<file path="src/logic/mdls_pkg.sv">
/*
  constants and types for the memory data lane steering block.
  assumes one core clock; bus index 0 is the data memory bus, 1 the program memory bus.
*/
package mdls_pkg;
  // bus and register geometry
  localparam int MDLS_BUS_W = 64;
  localparam int MDLS_REG_W = 40;
  localparam int MDLS_LANE_W = 32;
  localparam int MDLS_PAD_W = 8;
  localparam int MDLS_EXT_PAD_W = 24;
  localparam int MDLS_IDX_W = 4;
  localparam int MDLS_ADDR_W = 24;
  localparam int MDLS_NBUS = 2;
  // bus numbering
  localparam int MDLS_DMB = 0;
  localparam int MDLS_PMB = 1;
  // reset value of all registered state
  localparam logic MDLS_RST_VAL = 1'b0;

  // access width of one bus
  typedef enum logic [1:0]
  {
    MDLS_SHORT = 2'b00,
    MDLS_NORMAL = 2'b01,
    MDLS_EXT = 2'b10,
    MDLS_LONG = 2'b11
  } mdls_width_type;

  // processing element that owns a register
  typedef enum logic
  {
    MDLS_PRIMARY = 1'b0,
    MDLS_SECONDARY = 1'b1
  } mdls_elem_type;
endpackage : mdls_pkg

</file>
<file path="src/logic/mdls_lane_if.sv">
/*
  carrier between the steering top and one per-bus lane former.
  assumes the top drives the request side and the lane module answers combinationally.
*/
`timescale 1ns/1ps
`default_nettype none
interface mdls_lane_if;
  import mdls_pkg::*;
  // request taken this cycle
  logic req_valid;
  logic req_write;
  mdls_width_type req_width;
  mdls_elem_type req_elem;
  logic [MDLS_IDX_W-1:0] req_idx;
  logic simd;
  logic [MDLS_REG_W-1:0] rf_a_data;
  logic [MDLS_REG_W-1:0] rf_b_data;
  // load pending from last cycle
  logic pend_valid;
  mdls_width_type pend_width;
  mdls_elem_type pend_elem;
  logic [MDLS_IDX_W-1:0] pend_idx;
  logic pend_implicit;
  logic [MDLS_BUS_W-1:0] mem_rdata;
  // answers
  logic implicit;
  mdls_elem_type sel_b_elem;
  logic [MDLS_IDX_W-1:0] sel_b_idx;
  logic [MDLS_BUS_W-1:0] wdata;
  logic wr_a_en;
  logic [MDLS_REG_W-1:0] wr_a_data;
  logic wr_b_en;
  mdls_elem_type wr_b_elem;
  logic [MDLS_IDX_W-1:0] wr_b_idx;
  logic [MDLS_REG_W-1:0] wr_b_data;

  modport top (output req_valid, req_write, req_width, req_elem, req_idx, simd, rf_a_data, rf_b_data,
    pend_valid, pend_width, pend_elem, pend_idx, pend_implicit, mem_rdata,
    input implicit, sel_b_elem, sel_b_idx, wdata, wr_a_en, wr_a_data, wr_b_en, wr_b_elem, wr_b_idx, wr_b_data);
  modport lane (input req_valid, req_write, req_width, req_elem, req_idx, simd, rf_a_data, rf_b_data,
    pend_valid, pend_width, pend_elem, pend_idx, pend_implicit, mem_rdata,
    output implicit, sel_b_elem, sel_b_idx, wdata, wr_a_en, wr_a_data, wr_b_en, wr_b_elem, wr_b_idx, wr_b_data);
endinterface : mdls_lane_if
`default_nettype wire

</file>
<file path="src/logic/mdls_lane.sv">
/*
  per-bus lane former: store data packing and load data unpacking for one 64-bit bus.
  assumes the top has already refused illegal combinations; purely combinational.
*/
`timescale 1ns/1ps
`default_nettype none
module mdls_lane
(
  // link to the steering top
  mdls_lane_if.lane lif
);
  import mdls_pkg::*;

  localparam int HI = MDLS_REG_W - 1;

  // second register: complement for simd normal, else the neighbour
  always_comb
  begin
    lif.implicit = lif.simd && (lif.req_width == MDLS_NORMAL);
    lif.sel_b_elem = lif.implicit ? mdls_elem_type'(~lif.req_elem) : lif.req_elem;
    lif.sel_b_idx = lif.implicit ? lif.req_idx : (lif.req_idx ^ MDLS_IDX_W'(1));
  end

  // store packing, unused lanes forced to zero
  always_comb
  begin
    lif.wdata = '0;
    unique case (lif.req_width)
      MDLS_NORMAL:
      begin
        lif.wdata[MDLS_LANE_W-1:0] = lif.rf_a_data[HI:MDLS_PAD_W];
        if (lif.implicit)
          lif.wdata[MDLS_BUS_W-1:MDLS_LANE_W] = lif.rf_b_data[HI:MDLS_PAD_W];
      end
      MDLS_EXT:
        lif.wdata = {lif.rf_a_data, {MDLS_EXT_PAD_W{1'b0}}};
      MDLS_LONG:
        if (!lif.req_idx[0])
          lif.wdata = {lif.rf_a_data[HI:MDLS_PAD_W], lif.rf_b_data[HI:MDLS_PAD_W]};
        else
          lif.wdata = {lif.rf_b_data[HI:MDLS_PAD_W], lif.rf_a_data[HI:MDLS_PAD_W]};
      default:
        lif.wdata = '0;
    endcase
  end

  // load unpacking into the named and second register
  always_comb
  begin
    lif.wr_a_en = lif.pend_valid;
    lif.wr_a_data = '0;
    lif.wr_b_en = 1'b0;
    lif.wr_b_elem = lif.pend_elem;
    lif.wr_b_idx = lif.pend_idx ^ MDLS_IDX_W'(1);
    lif.wr_b_data = '0;
    unique case (lif.pend_width)
      MDLS_NORMAL:
      begin
        lif.wr_a_data = {lif.mem_rdata[MDLS_LANE_W-1:0], {MDLS_PAD_W{1'b0}}};
        lif.wr_b_en = lif.pend_valid && lif.pend_implicit;
        lif.wr_b_elem = mdls_elem_type'(~lif.pend_elem);
        lif.wr_b_idx = lif.pend_idx;
        lif.wr_b_data = {lif.mem_rdata[MDLS_BUS_W-1:MDLS_LANE_W], {MDLS_PAD_W{1'b0}}};
      end
      MDLS_EXT:
        lif.wr_a_data = lif.mem_rdata[MDLS_BUS_W-1:MDLS_EXT_PAD_W];
      MDLS_LONG:
      begin
        lif.wr_b_en = lif.pend_valid;
        if (!lif.pend_idx[0])
        begin
          lif.wr_a_data = {lif.mem_rdata[MDLS_BUS_W-1:MDLS_LANE_W], {MDLS_PAD_W{1'b0}}};
          lif.wr_b_data = {lif.mem_rdata[MDLS_LANE_W-1:0], {MDLS_PAD_W{1'b0}}};
        end
        else
        begin
          lif.wr_a_data = {lif.mem_rdata[MDLS_LANE_W-1:0], {MDLS_PAD_W{1'b0}}};
          lif.wr_b_data = {lif.mem_rdata[MDLS_BUS_W-1:MDLS_LANE_W], {MDLS_PAD_W{1'b0}}};
        end
      end
      default:
        lif.wr_a_en = 1'b0;
    endcase
  end
endmodule : mdls_lane
`default_nettype wire

</file>
<file path="src/logic/mdls_steer.sv">
/*
  memory data lane steering between the two 64-bit core buses and the register files.
  assumes combinational register file reads in the request cycle and memory read data
  presented in the cycle the memory request is shown; short word accesses are refused.
*/
`timescale 1ns/1ps
`default_nettype none
module mdls_steer
#(
  parameter int ADDR_W = mdls_pkg::MDLS_ADDR_W
)
(
  // clock and reset
  input wire logic sys_clk,
  input wire logic rst_b,
  // core mode
  input wire logic simd_mode,
  // access requests, index 0 data memory bus, index 1 program memory bus
  input wire logic [mdls_pkg::MDLS_NBUS-1:0] req_valid,
  input wire logic [mdls_pkg::MDLS_NBUS-1:0] req_write,
  input wire mdls_pkg::mdls_width_type [mdls_pkg::MDLS_NBUS-1:0] req_width,
  input wire mdls_pkg::mdls_elem_type [mdls_pkg::MDLS_NBUS-1:0] req_elem,
  input wire logic [mdls_pkg::MDLS_NBUS-1:0][mdls_pkg::MDLS_IDX_W-1:0] req_idx,
  input wire logic [mdls_pkg::MDLS_NBUS-1:0][ADDR_W-1:0] req_addr,
  input wire logic [mdls_pkg::MDLS_NBUS-1:0] req_indirect,
  // register file read selects and data
  output logic [mdls_pkg::MDLS_NBUS-1:0] rf_b_sel_elem,
  output logic [mdls_pkg::MDLS_NBUS-1:0][mdls_pkg::MDLS_IDX_W-1:0] rf_b_sel_idx,
  input wire logic [mdls_pkg::MDLS_NBUS-1:0][mdls_pkg::MDLS_REG_W-1:0] rf_a_data,
  input wire logic [mdls_pkg::MDLS_NBUS-1:0][mdls_pkg::MDLS_REG_W-1:0] rf_b_data,
  // memory array side
  output logic [mdls_pkg::MDLS_NBUS-1:0] mem_valid,
  output logic [mdls_pkg::MDLS_NBUS-1:0] mem_write,
  output logic [mdls_pkg::MDLS_NBUS-1:0] mem_hi_en,
  output logic [mdls_pkg::MDLS_NBUS-1:0][ADDR_W-1:0] mem_addr,
  output logic [mdls_pkg::MDLS_NBUS-1:0][ADDR_W-1:0] mem_next_addr,
  output logic [mdls_pkg::MDLS_NBUS-1:0][mdls_pkg::MDLS_BUS_W-1:0] mem_wdata,
  input wire logic [mdls_pkg::MDLS_NBUS-1:0][mdls_pkg::MDLS_BUS_W-1:0] mem_rdata,
  // register file writes
  output logic [mdls_pkg::MDLS_NBUS-1:0] wr_a_en,
  output logic [mdls_pkg::MDLS_NBUS-1:0] wr_a_elem,
  output logic [mdls_pkg::MDLS_NBUS-1:0][mdls_pkg::MDLS_IDX_W-1:0] wr_a_idx,
  output logic [mdls_pkg::MDLS_NBUS-1:0][mdls_pkg::MDLS_REG_W-1:0] wr_a_data,
  output logic [mdls_pkg::MDLS_NBUS-1:0] wr_b_en,
  output logic [mdls_pkg::MDLS_NBUS-1:0] wr_b_elem,
  output logic [mdls_pkg::MDLS_NBUS-1:0][mdls_pkg::MDLS_IDX_W-1:0] wr_b_idx,
  output logic [mdls_pkg::MDLS_NBUS-1:0][mdls_pkg::MDLS_REG_W-1:0] wr_b_data,
  // refusal report
  output logic req_refused
);
  import mdls_pkg::*;

  // all registered state of the block
  typedef struct packed
  {
    logic [MDLS_NBUS-1:0] mem_valid;
    logic [MDLS_NBUS-1:0] mem_write;
    logic [MDLS_NBUS-1:0] mem_hi_en;
    logic [MDLS_NBUS-1:0][ADDR_W-1:0] mem_addr;
    logic [MDLS_NBUS-1:0][ADDR_W-1:0] mem_next_addr;
    logic [MDLS_NBUS-1:0][MDLS_BUS_W-1:0] mem_wdata;
    logic [MDLS_NBUS-1:0] pend_load;
    logic [MDLS_NBUS-1:0][1:0] pend_width;
    logic [MDLS_NBUS-1:0] pend_elem;
    logic [MDLS_NBUS-1:0][MDLS_IDX_W-1:0] pend_idx;
    logic [MDLS_NBUS-1:0] pend_implicit;
    logic [MDLS_NBUS-1:0] wr_a_en;
    logic [MDLS_NBUS-1:0] wr_a_elem;
    logic [MDLS_NBUS-1:0][MDLS_IDX_W-1:0] wr_a_idx;
    logic [MDLS_NBUS-1:0][MDLS_REG_W-1:0] wr_a_data;
    logic [MDLS_NBUS-1:0] wr_b_en;
    logic [MDLS_NBUS-1:0] wr_b_elem;
    logic [MDLS_NBUS-1:0][MDLS_IDX_W-1:0] wr_b_idx;
    logic [MDLS_NBUS-1:0][MDLS_REG_W-1:0] wr_b_data;
    logic refused;
  } mdls_state_type;

  mdls_state_type state;
  mdls_state_type next_state;

  // lane former answers gathered into plain arrays
  logic [MDLS_NBUS-1:0] lane_implicit;
  logic [MDLS_NBUS-1:0][MDLS_BUS_W-1:0] lane_wdata;
  logic [MDLS_NBUS-1:0] lane_wr_a_en;
  logic [MDLS_NBUS-1:0][MDLS_REG_W-1:0] lane_wr_a_data;
  logic [MDLS_NBUS-1:0] lane_wr_b_en;
  logic [MDLS_NBUS-1:0] lane_wr_b_elem;
  logic [MDLS_NBUS-1:0][MDLS_IDX_W-1:0] lane_wr_b_idx;
  logic [MDLS_NBUS-1:0][MDLS_REG_W-1:0] lane_wr_b_data;

  // legality of the combination taken this cycle
  logic dual;
  logic any_req;
  logic any_short;
  logic restricted;
  logic direct_bad;
  logic mix_bad;
  logic side_bad;
  logic refuse;

  mdls_lane_if lane_if [MDLS_NBUS] ();

  // one lane former per bus
  generate
    for (genvar b = 0; b < MDLS_NBUS; b++)
    begin : g_bus
      assign lane_if[b].req_valid = req_valid[b];
      assign lane_if[b].req_write = req_write[b];
      assign lane_if[b].req_width = req_width[b];
      assign lane_if[b].req_elem = req_elem[b];
      assign lane_if[b].req_idx = req_idx[b];
      assign lane_if[b].simd = simd_mode;
      assign lane_if[b].rf_a_data = rf_a_data[b];
      assign lane_if[b].rf_b_data = rf_b_data[b];
      assign lane_if[b].pend_valid = state.pend_load[b];
      assign lane_if[b].pend_width = mdls_width_type'(state.pend_width[b]);
      assign lane_if[b].pend_elem = mdls_elem_type'(state.pend_elem[b]);
      assign lane_if[b].pend_idx = state.pend_idx[b];
      assign lane_if[b].pend_implicit = state.pend_implicit[b];
      assign lane_if[b].mem_rdata = mem_rdata[b];

      assign lane_implicit[b] = lane_if[b].implicit;
      assign lane_wdata[b] = lane_if[b].wdata;
      assign lane_wr_a_en[b] = lane_if[b].wr_a_en;
      assign lane_wr_a_data[b] = lane_if[b].wr_a_data;
      assign lane_wr_b_en[b] = lane_if[b].wr_b_en;
      assign lane_wr_b_elem[b] = lane_if[b].wr_b_elem;
      assign lane_wr_b_idx[b] = lane_if[b].wr_b_idx;
      assign lane_wr_b_data[b] = lane_if[b].wr_b_data;
      // second register select goes straight to the register file read port
      assign rf_b_sel_elem[b] = lane_if[b].sel_b_elem;
      assign rf_b_sel_idx[b] = lane_if[b].sel_b_idx;

      mdls_lane u_lane
      (
        .lif (lane_if[b])
      );
    end
  endgenerate

  // combination checks; a refused access is dropped whole on both buses
  always_comb
  begin
    dual = req_valid[MDLS_DMB] && req_valid[MDLS_PMB];
    any_req = |req_valid;
    any_short = (req_valid[MDLS_DMB] && (req_width[MDLS_DMB] == MDLS_SHORT))
             || (req_valid[MDLS_PMB] && (req_width[MDLS_PMB] == MDLS_SHORT));
    // dual-data with a direct address on either bus is not steerable
    direct_bad = dual && !(&req_indirect);
    // wide simd dual-data leaves no room for implicit lanes
    restricted = simd_mode && dual
              && ((req_width[MDLS_DMB] == MDLS_EXT) || (req_width[MDLS_DMB] == MDLS_LONG)
               || (req_width[MDLS_PMB] == MDLS_EXT) || (req_width[MDLS_PMB] == MDLS_LONG));
    mix_bad = restricted
           && ((req_width[MDLS_DMB] == MDLS_NORMAL) || (req_width[MDLS_PMB] == MDLS_NORMAL));
    side_bad = restricted
            && ((req_elem[MDLS_DMB] != MDLS_PRIMARY) || (req_elem[MDLS_PMB] != MDLS_SECONDARY));
    // sisd dual-data needs no pairing check at all
    refuse = any_req && (any_short || direct_bad || mix_bad || side_bad);
  end

  // next state: memory request and load bookkeeping, then register writes
  always_comb
  begin
    next_state = state;
    next_state.refused = refuse;
    for (int b = 0; b < MDLS_NBUS; b++)
    begin
      // memory request for the access taken this cycle
      next_state.mem_valid[b] = req_valid[b] && !refuse;
      next_state.mem_write[b] = req_valid[b] && !refuse && req_write[b];
      next_state.mem_hi_en[b] = req_valid[b] && !refuse && (lane_implicit[b] || (req_width[b] != MDLS_NORMAL));
      next_state.mem_addr[b] = req_addr[b];
      // implicit word lives at the next normal word address regardless of parity
      next_state.mem_next_addr[b] = lane_implicit[b] ? ADDR_W'(req_addr[b] + ADDR_W'(1)) : req_addr[b];
      next_state.mem_wdata[b] = (req_valid[b] && req_write[b] && !refuse) ? lane_wdata[b] : '0;
      // loads wait one cycle for the array data
      next_state.pend_load[b] = req_valid[b] && !refuse && !req_write[b];
      next_state.pend_width[b] = req_width[b];
      next_state.pend_elem[b] = req_elem[b];
      next_state.pend_idx[b] = req_idx[b];
      next_state.pend_implicit[b] = lane_implicit[b];
      // register writes for the load now in the array
      next_state.wr_a_en[b] = lane_wr_a_en[b];
      next_state.wr_a_elem[b] = state.pend_elem[b];
      next_state.wr_a_idx[b] = state.pend_idx[b];
      next_state.wr_a_data[b] = lane_wr_a_data[b];
      next_state.wr_b_en[b] = lane_wr_b_en[b];
      next_state.wr_b_elem[b] = lane_wr_b_elem[b];
      next_state.wr_b_idx[b] = lane_wr_b_idx[b];
      next_state.wr_b_data[b] = lane_wr_b_data[b];
    end
  end

  // state register; everything clears so no stray write follows reset
  always_ff @(posedge sys_clk or negedge rst_b)
  begin
    if (!rst_b)
      state <= {$bits(mdls_state_type){MDLS_RST_VAL}};
    else
      state <= next_state;
  end

  // outputs straight from state
  assign mem_valid = state.mem_valid;
  assign mem_write = state.mem_write;
  assign mem_hi_en = state.mem_hi_en;
  assign mem_addr = state.mem_addr;
  assign mem_next_addr = state.mem_next_addr;
  assign mem_wdata = state.mem_wdata;
  assign wr_a_en = state.wr_a_en;
  assign wr_a_elem = state.wr_a_elem;
  assign wr_a_idx = state.wr_a_idx;
  assign wr_a_data = state.wr_a_data;
  assign wr_b_en = state.wr_b_en;
  assign wr_b_elem = state.wr_b_elem;
  assign wr_b_idx = state.wr_b_idx;
  assign wr_b_data = state.wr_b_data;
  assign req_refused = state.refused;
endmodule : mdls_steer
`default_nettype wire

</file>
<file path="config.mk">
export PLATFORM = sky130hd
export DESIGN_NAME = mdls_steer
export DESIGN_NICKNAME = d
export VERILOG_FILES = /design/src/logic/mdls_pkg.sv /design/src/logic/mdls_lane_if.sv /design/src/logic/mdls_lane.sv /design/src/logic/mdls_steer.sv
export SDC_FILE = /design/constraint.sdc
export NUM_CORES = 1
export LEC_CHECK = 0
export BUFFER_PORTS_ARGS = -buffer_cell sky130_fd_sc_hd__buf_2
export CAP_MARGIN = 15
export CELL_PAD_IN_SITES_DETAIL_PLACEMENT = 0
export CELL_PAD_IN_SITES_GLOBAL_PLACEMENT = 1
export CORE_AREA = 2 2 308 310
export DETAILED_ROUTE_END_ITERATION = 6
export DIE_AREA = 0 0 310 312
export PLACE_DENSITY = 0.5
export SLEW_MARGIN = 20
export SYNTH_ARGS = -nofsm -noshare
export SYNTH_HDL_FRONTEND = slang
export SYNTH_SLANG_ARGS = --single-unit
export TNS_END_PERCENT = 20
</file>
<file path="constraint.sdc">
create_clock -name sys_clk -period 1.89 [get_ports sys_clk]
set_input_delay 0.378 -clock sys_clk [delete_from_list [all_inputs] [get_ports sys_clk]]
set_output_delay 0.378 -clock sys_clk [all_outputs]
set_load 0.005 [all_outputs]
</file>
Word-level counts from Yosys, hierarchy flattened
Cells that the tools add are included.
{"block": "totals", "output_inout_bits": 425, "word_cells": 129, "reg_bits": 433, "in_bits": 359}
{"block": "op_classes", "eq_ne": 14, "n_addsub": 2, "mux": 30, "n_reduce_logical": 46, "bitwise": 8}
{"op": "one-hot mux 64 bit (3 select lines)", "count": 2}
{"op": "two-way mux 64 bit", "count": 4}
{"op": "one-hot mux 40 bit (3 select lines)", "count": 2}
{"op": "two-way mux 40 bit", "count": 4}
{"op": "one-hot mux 40 bit (2 select lines)", "count": 2}
{"op": "two-way mux 32 bit", "count": 2}
{"op": "adder 24 x 1 -> 24 bit (second input constant)", "count": 2}
{"op": "two-way mux 24 bit", "count": 2}
{"op": "logical AND 1 bit", "count": 25}
{"op": "== test 2 bit (second input constant)", "count": 8}
{"op": "logical OR 1 bit", "count": 11}
{"op": "two-way mux 1 bit", "count": 10}
{"op": "== test 2 x 1 -> 1 bit (second input constant)", "count": 4}
{"op": "NOT 1 bit", "count": 8}
{"op": "OR reduction 3 bit", "count": 2}
{"op": "zero test 1 bit", "count": 4}
{"op": "zero test 2 bit", "count": 2}
{"op": "!= test 2 x 1 -> 1 bit (second input constant)", "count": 2}
{"op": "one-hot mux 1 bit (2 select lines)", "count": 2}
{"op": "AND reduction 2 bit", "count": 1}
{"op": "OR reduction 2 bit", "count": 1}

Depth between registers and ports, before layout
Gate-level depths: netlist (run 1).
{"block": "logic_depth", "ltp_word": 12, "mapped_depth": 6, "mapped_depth_nobuf": 5}

By module
Synthesis (run 1) repeated with hierarchy kept, for this count alone.
{"block": "hier_totals", "hier_cells": 1415, "area_unflattened_um2": 16972.5}
{"module": "mdls_steer", "instances": 1, "area_each_um2": 12813.5, "seq_area_each_um2": 10835.4, "cells_each": 743}
{"module": "mdls_lane", "instances": 2, "area_each_um2": 2079.5, "seq_area_each_um2": 0.0, "cells_each": 336}

Least setup slack after synthesis (run 1)
OpenSTA, ideal clock, no wires.
{"block": "synth_path", "kind": "input port to flip-flop", "from": "input req_width[2] in the netlist's numbering", "to": "register state, in the netlist mem_wdata[10]", "path_buffers": 2, "t_required_ps": 1770, "setup_time_ps": 120, "arrival_time_ps": 1463, "cell_stages": 6, "path_slack_ps": 307, "cell_sequence": "buf_2 or3b_4 and3_4 nand4b_2 buf_4 a21oi_1"}
{"item": "from (decl)", "line_no": "mdls_steer.sv:21", "text": "input wire mdls_pkg::mdls_width_type [mdls_pkg::MDLS_NBUS-1:0] req_width,"}
{"item": "to (signal assigned)", "line_no": "mdls_steer.sv:199", "text": "state <= {$bits(mdls_state_type){MDLS_RST_VAL}};"}
{"item": "to (signal assigned)", "line_no": "mdls_steer.sv:201", "text": "state <= next_state;"}
{"item": "to (decl)", "line_no": "mdls_steer.sv:78", "text": "mdls_state_type state;"}

==> results of run 1 <==
==> power by group through the flow <==
stage	logic [W]	clock network, W	registers, W
6_report	0.00304	0.00996	0.00940
5_1_grt	0.00332	0.0107	0.00944
4_1_cts	0.00309	0.0104	0.00941
2_1_floorplan	0.000826	0	0.00959
3_3_place_gp	0.00258	0	0.00956
3_5_place_dp	0.00260	0	0.00956
==> timing repair <==
action | in CTS | in global routing
resized for setup | 0 | 1
endpoints found under the setup margin | 0 | 12
endpoints found under the hold margin | 422 | 0
hold buffers | 292 | 0
setup buffers | 0 | 1
==> synthesized netlist by cell type (2+ instances only) <==
| library cell | count | area share (%) |
|---|---|---|
| a21boi_0 | 34 | 1.6 |
| a21boi_1 | 3 | 0.15 |
| a21oi_1 | 45 | 1.5 |
| a22o_1 | 96 | 5.4 |
| a22oi_1 | 66 | 3.2 |
| a31oi_1 | 7 | 0.28 |
| and2_1 | 24 | 0.97 |
| and3_1 | 6 | 0.24 |
| and4_1 | 5 | 0.28 |
| buf_1 | 6 | 0.15 |
| buf_2 | 34 | 1.1 |
| buf_4 | 36 | 1.7 |
| clkbuf_1 | 27 | 0.65 |
| dfrtp_1 | 411 | 66 |
| ha_1 | 2 | 0.16 |
| inv_1 | 9 | 0.22 |
| mux2i_1 | 26 | 1.7 |
| nand2_1 | 146 | 3.5 |
| nand2b_1 | 12 | 0.48 |
| nand3_1 | 17 | 0.55 |
| nand4_1 | 16 | 0.65 |
| nand4_2 | 2 | 0.16 |
| nor2_1 | 106 | 2.6 |
| nor2b_1 | 16 | 0.65 |
| nor3_1 | 10 | 0.32 |
| nor3b_1 | 7 | 0.34 |
| nor4_2 | 3 | 0.24 |
| o211a_1 | 2 | 0.13 |
| o21a_1 | 2 | 0.097 |
| xnor2_1 | 32 | 1.8 |
| xor2_1 | 22 | 1.2 |
==> path summary, 6_finish.rpt <==
kind / start / endpoint / slack [ns] / cells after the start
max: req_elem[1] / mem_wdata[1] / 0.07 / 7
min: rf_b_data[66] / mem_wdata[82] / 0.05 / 3
max reg2reg: lane_if[0].pend_idx[0] / wr_a_data[39] / 0.14 / 4
min reg2reg: lane_if[1].pend_idx[3] / wr_a_idx[7] / 0.35 / 0
max in group asynchronous: rst_b / wr_a_data[24] / 0.81 / 4
min in group asynchronous: rst_b / mem_addr[10] / 0.24 / 2
==> cells in the final DEF (no fill, tap or decap), types with 16 or more instances in the layout <==
cell	synthesis	layout
dlygate4sd3_1	0	292
clkbuf_16	0	51
a22o_1	96	96
nand2_1	146	146
a21boi_0	34	33
buf_2	34	750
mux2i_1	26	26
xnor2_1	32	32
conb_1	1	16
buf_12	0	23
buf_4	36	68
nor2_1	106	105
a21oi_1	45	45
a22oi_1	66	66
nand4_1	16	16
nand3_1	17	17
and2_1	24	24
xor2_1	22	22
dfrtp_1	411	411
==> flip-flops by register name, indices dropped and copies added (netlist names), 4 cells and up <==
| register | count |
|---|---|
| wr_a_data | 80 |
| lane_if.pend_width | 4 |
| wr_b_data | 64 |
| mem_wdata | 128 |
| lane_if.pend_idx | 8 |
| mem_addr | 48 |
| wr_a_idx | 4 |
| mem_next_addr | 48 |
| wr_b_idx | 6 |
==> layout make-up <==
type                            instances  area (µm²)  area share, %
Clock inverter                         26         297           1.14
Timing Repair Buffer                 1134        7660           29.5
Inverter                               11        41.3          0.159
Multi-Input combinational cell        742        4710           18.1
Clock buffer                           64        1420           5.45
Tap cell                             1254        1570           6.04
Sequential cell                       411       10300           39.6
==> cell families (layout without fill, tap and decap cells) <==
logic type | after synthesis | after routing | share of synthesized area (%)
DFF | 411 | 411 | 66.3
and+or+nand+nor | 383 | 383 | 12.0
AOI/OAI and AO/OA | 260 | 260 | 12.6
buffers and inverters | 116 | 1235 | 4.03
xor gates and xnor gates | 54 | 54 | 3.05
muxes | 27 | 27 | 1.75
adders and majority gates | 2 | 2 | 0.161
other | 1 | 16 | 0.0242
==> stage by stage <==
step	setup TNS [ns]	util (%)
after floorplan	0	-
after global placement	0	22.9
after detailed placement	-0.00968	22.9
after CTS	0	27.9
after global routing	0	27.9
final	0	27.9
==> worst min-delay path, delay by kind of cell <==
| kind | cells | cell delay, ns |
|---|---|---|
| AND/OR/NAND/NOR | 1 | 0.08 |
| multiplexers | 1 | 0.06 |
| buffers and inverters | 1 | 0.09 |
==> metal layers <==
metal | wire, µm | vias to the layer above | track usage, %
li1 | - | 6471 | -
met1 | 26300 | 7018 | 15.2
met2 | 34500 | 580 | 24.1
met3 | 5120 | 111 | 3.92
met4 | 2400 | 6 | 5.14
met5 | 37 | - | 0
==> flow_summary.ini, run 1 <==
[run_status]
status = finished, final reports clean

[floorplan]
die_w_um = 310
fp.dieArea_um2 = 96700
die_height_um = 312
core_area_um2 = 93000
num_rows = 112
start_util_pct = 16.7
pin_count = 784

[sta]
finalHoldViolCount = 0
rsz0062_at_grt = no
setup_violations = 0
tightest_slew_ns = 0.828
fmax_mhz = 548
finalCriticalPeriod_ns = 1.82
skew_ns = 0.0165
post-route-period-util_pct = 96.5
slew_viol_final = 0
max_slew_margin_pct = 44.5
whs_ns = 0.0542
layout_setup_ws_ns = 0.0662

[global_routing]
grt_usage_pct = 13.6
grt_pass1_vias = 15281
grt_antenna_before_repair = 8
grt_pass1_wl_um = 97700
grt_overflow = 0
grt_max_degree = 81

[synthesis]
synth-seq-area-share_pct = 66.3
synth-seq-cells = 411
synth_cells = 1254
async_flop_share_pct = 100
synth.avg_cell_area_um2 = 12.4
synth-edff-count = 0
ys_types = 55
yosysWarningCount = 0
syn-cell-area_um2 = 15500
synth_ff_type = dfrtp_1

[worst_setup_path]
critPathBufInv = 4
critical_path.endpoint_type = flop
crit_top_cell = dlygate4sd3_1
critical_path_class = input port to flop
slowest_stage = dlygate4sd3_1
crit_fanout = 24
cp_top_family = buffers and inverters
worstPathArrival_ns = 2.37
critPathMaxStageDelay_ns = 0.58
required_ns = 2.44
cp_cell_sequence = dlygate4sd3_1, buf_2, a41o_4, nand4b_2, buf_12, a21oi_1, dlygate4sd3_1
cp-start-kind = input port

[placement]
dp_hpwl_um = 52200
place_congestion = 0.824
port-buffer-count = 751
place_area_um2 = 21300
place_inst = 3259
pre_cts_slack_ns = -0.00968

[cells_and_area]
postLayoutCellArea_um2 = 26000
final_cells = 3642
fill_cells = 9788
areaGrowthSynthToFinish_pct = 67.5
drive_gt1_share_pct = 40.0
nets = 2711
diodes = 0

[pwr]
comb_power_share_pct = 13.6
power_w = 0.0224
clock_power_share_pct = 44.5
peakVddDrop_uv = 556
power.density_nw_per_um2 = 862
p_sw_w = 0.00568
p_int_w = 0.0167
p_sw_share_pct = 25.3
pwr-share-seq_pct = 42.0
leakage_nw = 13.1

[drt]
wl_per_cell_um = 18.8
drt_iter0_drc = 692
drcViolationCount = 0
vias = 14186
dr.pass1.iters = 5
drtAntennaViolNets = 0
viasPerCell = 3.90
wl_um = 68400

[clock_tree]
path_clk_slew_ns = 0.06
clk_latency_ns = 0.61
cts_tree = done
ctsHtreeMaxLevel = 2
clock_path_buffers = 3
cts_sinks = 411
cts_buffers = 50
root_buffer = clkbuf_16

[run]
cap_violations = 0

[hold_path]
hp-class = input port to flop
Note: power is estimated with default switching activity, not from simulation.
==> run 2, diff against run 1 <==
--- a/config.mk
+++ b/config.mk
@@ -18,3 +18,3 @@
 export SYNTH_HDL_FRONTEND = slang
 export SYNTH_SLANG_ARGS = --single-unit
-export TNS_END_PERCENT = 20
+export TNS_END_PERCENT = 30
==> constraint.sdc (replaced) <==
create_clock -name sys_clk -period 1.89 [get_ports sys_clk]
set_input_delay 0 -clock sys_clk [delete_from_list [all_inputs] [get_ports sys_clk]]
set_output_delay 0 -clock sys_clk [all_outputs]
set_load 0.005 [all_outputs]
==> flow_summary.ini, run 2 (synthesis results as in run 1) <==
[worst_setup_path]
critPathMaxStageDelay_ns = 0.56
critical_path.endpoint_type = flop
cp_cell_sequence = dlygate4sd3_1, buf_4, nand2b_1, a41o_4, nand4_1, buf_12, buf_4, a21oi_1, dlygate4sd3_1
critPathBufInv = 5
cp-start-kind = input port
worstPathArrival_ns = 2.38
critical_path_class = input port to flop
cp_top_family = buffers and inverters
slowest_stage = dlygate4sd3_1
crit_fanout = 7
required_ns = 2.43

[clock_tree]
clock_path_buffers = 3
cts_buffers = 51
root_buffer = clkbuf_16
path_clk_slew_ns = 0.06
cts_tree = done
cts_sinks = 411
clk_latency_ns = 0.61
ctsHtreeMaxLevel = 2

[drt]
wl_um = 71500
drt_iter0_drc = 836
dr.pass1.iters = 5
drcViolationCount = 0
wl_per_cell_um = 19.2
drtAntennaViolNets = 0
viasPerCell = 3.91
vias = 14593

[cells_and_area]
largest_reg_flops = 128
final_common_cell = buf_2
drive_gt1_share_pct = 37.1
nets = 2801
final_cell_mix = 747 x buf_2, 411 x dfrtp_1, 407 x dlygate4sd3_1
areaGrowthSynthToFinish_pct = 73.5
postLayoutCellArea_um2 = 26900
finish.utilization_pct = 28.9

[floorplan]
num_rows = 112
fp.dieArea_um2 = 96700
start_util_pct = 16.7
die_w_um = 310
pin_count = 784
core_area_um2 = 93000
die_height_um = 312

[sta]
setup_violations = 0
skew_ns = 0.0205
finalHoldViolCount = 0
whs_ns = 0.00175
slew_viol_final = 0
post-route-period-util_pct = 97.2
tns_ns = 0
max_slew_margin_pct = 29.9
finalCriticalPeriod_ns = 1.84
rsz0062_at_grt = yes
fmax_mhz = 544
tightest_slew_ns = 1.05

[run]
cap_violations = 0

[global_routing]
grt_antenna_before_repair = 7
grt_pass1_vias = 15543
grt_overflow = 0
grt_pass1_wl_um = 101000
grt_usage_pct = 14.0
grt_max_degree = 83

[placement]
place_area_um2 = 21000
port-buffer-count = 751
dp_hpwl_um = 51400
place_congestion = 0.827

[pwr]
peakVddDrop_uv = 559
leakage_nw = 13.5
power.density_nw_per_um2 = 831
power_w = 0.0224

[hold_path]
hp-class = input port to flop

[run_status]
status = finished, final reports clean
run 2: cell types whose count changed in the layout (fill, tap and decap cells not counted), sizes merged:
| cell | delta |
|---|---|
| buf | -33 |
| clkinv | -5 |
| bufinv | -2 |
| diode | +1 |
| inv | -1 |
| dlymetal6s4s | +1 |
| clkbuf | +16 |
| dlygate4sd3 | +115 |
| clkinvlp | -2 |
run 2: cell type report:
type                            instances  area, µm²
Multi-Input combinational cell        742       4730
Sequential cell                       411      10300
Antenna cell                            1       2.50
Clock buffer                           74       1450
Clock inverter                         16        184
Fill cell                            9737      66100
Tap cell                             1254       1570
Inverter                               11       41.3
Timing Repair Buffer                 1223       8650
run 2: power breakdown:
group,internal [W],switching (W)
registers,0.00924,0.000153
logic,0.00164,0.00160
clock network,0.00573,0.00401
total,0.0166,0.00576
run 2: worst paths after layout:
kind | cells after the start | from | endpoint | slack [ns]
min in group asynchronous | 3 | rst_b | wr_b_en[1] | 0.13
hold / removal | 4 | req_indirect[1] | req_refused | 0.002
setup reg to reg | 4 | lane_if[0].pend_width[1] | wr_b_data[31] | 0.06
max in group asynchronous | 3 | rst_b | wr_a_data[23] | 1.28
hold reg to reg | 0 | lane_if[1].pend_idx[2] | wr_b_idx[6] | 0.35
setup / recovery | 9 | req_width[0] | mem_wdata[89] | 0.05
run 2: worst reg2reg max path, cell delays in order, from the launching register on:
cell and delay (ns):
dfrtp_1 0.47, and3_1 0.26, buf_12 0.17, a22o_1 0.28, dlygate4sd3_1 0.56
run 2: metrics by stage:
stage	setup WS [ns]	instances
after floorplan	0.442	1269
after global placement	0.190	3223
after detailed placement	0.147	3223
after CTS	0.0176	3721
after global routing	-0.0186	3732
final	0.0530	3732
run 2: layer usage:
metal	up-vias	track usage, %	wire length (µm)
met5	-	0	13
li1	6647	-	-
met1	7260	15.6	27500
met4	2	4.57	2190
met3	102	3.89	5190
met2	582	25.2	36600
run 2: timing repair:
item	in CTS	in global routing
setup buffers	0	5
endpoints found under the setup margin	0	32
resized for setup	0	13
hold buffers	408	2
endpoints found under the hold margin	800	3
==> run 3, diff against run 2 <==
RECOVER_POWER = 100   (was not set)
==> flow_summary.ini, run 3 (synthesis results as in run 1) <==
[pwr]
power.density_nw_per_um2 = 848
power_w = 0.0222
leakage_nw = 12.0
peakVddDrop_uv = 559

[drt]
drcViolationCount = 0
wl_per_cell_um = 19.2
dr.pass1.iters = 5
vias = 14625
wl_um = 71700
drtAntennaViolNets = 0
drt_iter0_drc = 876
viasPerCell = 3.92

[sta]
whs_ns = 0.00750
post-route-period-util_pct = 98.0
rsz0062_at_grt = yes
tightest_slew_ns = 1.59
fmax_mhz = 540
slew_viol_final = 7
finalHoldViolCount = 0
finalCriticalPeriod_ns = 1.85
skew_ns = 0.0193
setup_violations = 0
max_slew_margin_pct = -5.98

[run]
cap_violations = 1

[floorplan]
start_util_pct = 16.7
core_area_um2 = 93000
num_rows = 112
die_height_um = 312
fp.dieArea_um2 = 96700
die_w_um = 310
pin_count = 784

[cells_and_area]
areaGrowthSynthToFinish_pct = 69.0
nets = 2801
largest_reg_flops = 128
fill_cells = 9961
postLayoutCellArea_um2 = 26200
final_cell_mix = 411 x dfrtp_1, 407 x dlygate4sd3_1, 404 x clkbuf_1
drive_gt1_share_pct = 20.9
final_common_cell = dfrtp_1

[worst_setup_path]
crit_top_cell = dlygate4sd3_1
cp-start-kind = input port
critPathMaxStageDelay_ns = 0.58
critical_path_class = input port to flop
worstPathArrival_ns = 2.31
crit_fanout = 14
slowest_stage = dlygate4sd3_1
critical_path.endpoint_type = flop
required_ns = 2.35
cp_cell_sequence = dlygate4sd3_1, buf_4, buf_12, nand2_1, o22ai_1, dlygate4sd3_1, a22oi_1, dlygate4sd3_1, nor2_1
r2r_slack_ns = 0.06

[global_routing]
grt_pass1_wl_um = 101000
grt_pass1_vias = 15543
grt_antenna_before_repair = 8
grt_overflow = 0
grt_max_degree = 83
grt_usage_pct = 14.0

[clock_tree]
cts_buffers = 51
path_clk_slew_ns = 0.06
cts_sinks = 411
ctsHtreeMaxLevel = 2
root_buffer = clkbuf_16
clk_latency_ns = 0.61
clock_path_buffers = 3
cts_tree = done

[run_status]
violations = capacitance limit, slew limit
status = finished with violations

[placement]
place_area_um2 = 21000
port-buffer-count = 751
dp_hpwl_um = 51400
place_congestion = 0.827

[hold_path]
hp-class = input port to flop
[run 3: changes by cell type in the layout (fill, tap and decap cells not counted), sizes merged]
cell	before	now
buf	809	403
clkbuf	80	485
dlymetal6s4s	1	2
[run 3: layout make-up]
type,count,area (µm²),share of cell area [%]
Tap cell,1254,1570,5.99
Multi-Input combinational cell,742,4680,17.9
Inverter,11,41.3,0.158
Clock inverter,16,184,0.702
Timing Repair Buffer,1223,7990,30.5
Clock buffer,74,1450,5.55
Sequential cell,411,10300,39.2
Antenna cell,1,2.50,0.00955
[run 3: layer usage]
metal | GRT usage [%] | share of wire (%)
met5 | 0 | 0.018
met3 | 3.89 | 7.2
met2 | 25.2 | 51
met4 | 4.57 | 3.2
met1 | 15.6 | 39
[run 3: final timing paths]
kind                                          start             to  cells after the start
min                                 req_indirect[1]    req_refused                      4
max in group asynchronous                     rst_b  wr_a_data[30]                      4
max reg2reg                lane_if[0].pend_width[1]  wr_b_data[31]                      4
max                                    req_width[0]  mem_wdata[30]                      9
min in group asynchronous                     rst_b     wr_b_en[1]                      3
min reg2reg                  lane_if[1].pend_idx[2]    wr_b_idx[6]                      0
[run 3: power by group]
part	internal [W]	switching (W)	total [W]
clock	0.00573	0.00401	0.00974
combinational	0.00148	0.00160	0.00308
sequential	0.00924	0.000165	0.00941
total	0.0165	0.00577	0.0222
[run 3: timing repair]
action,4_1_cts,5_1_grt
endpoints found under the hold margin,800,3
endpoints found under the setup margin,0,32
buffers inserted,0,5
gates resized for setup,0,13
hold buffers,408,2
[run 3: stage by stage]
stage / utilization (%) / setup TNS, ns / setup slack, ns / std cells
6_report: 28.2 / 0 / 0.0378 / 3732
5_1_grt: 28.2 / -0.0375 / -0.0186 / 3732
4_1_cts: 28.7 / 0 / 0.0176 / 3721
3_5_place_dp: 22.5 / 0 / 0.147 / 3223
3_3_place_gp: 22.5 / 0 / 0.190 / 3223
2_1_floorplan: - / 0 / 0.442 / 1269
[run 3: worst max-delay path, delay by kind of cell]
family,cells,cell delay [ns]
buffers and inverters,5,2.01
AO/OA/AOI/OAI,2,0.19
AND/OR/NAND/NOR,2,0.09
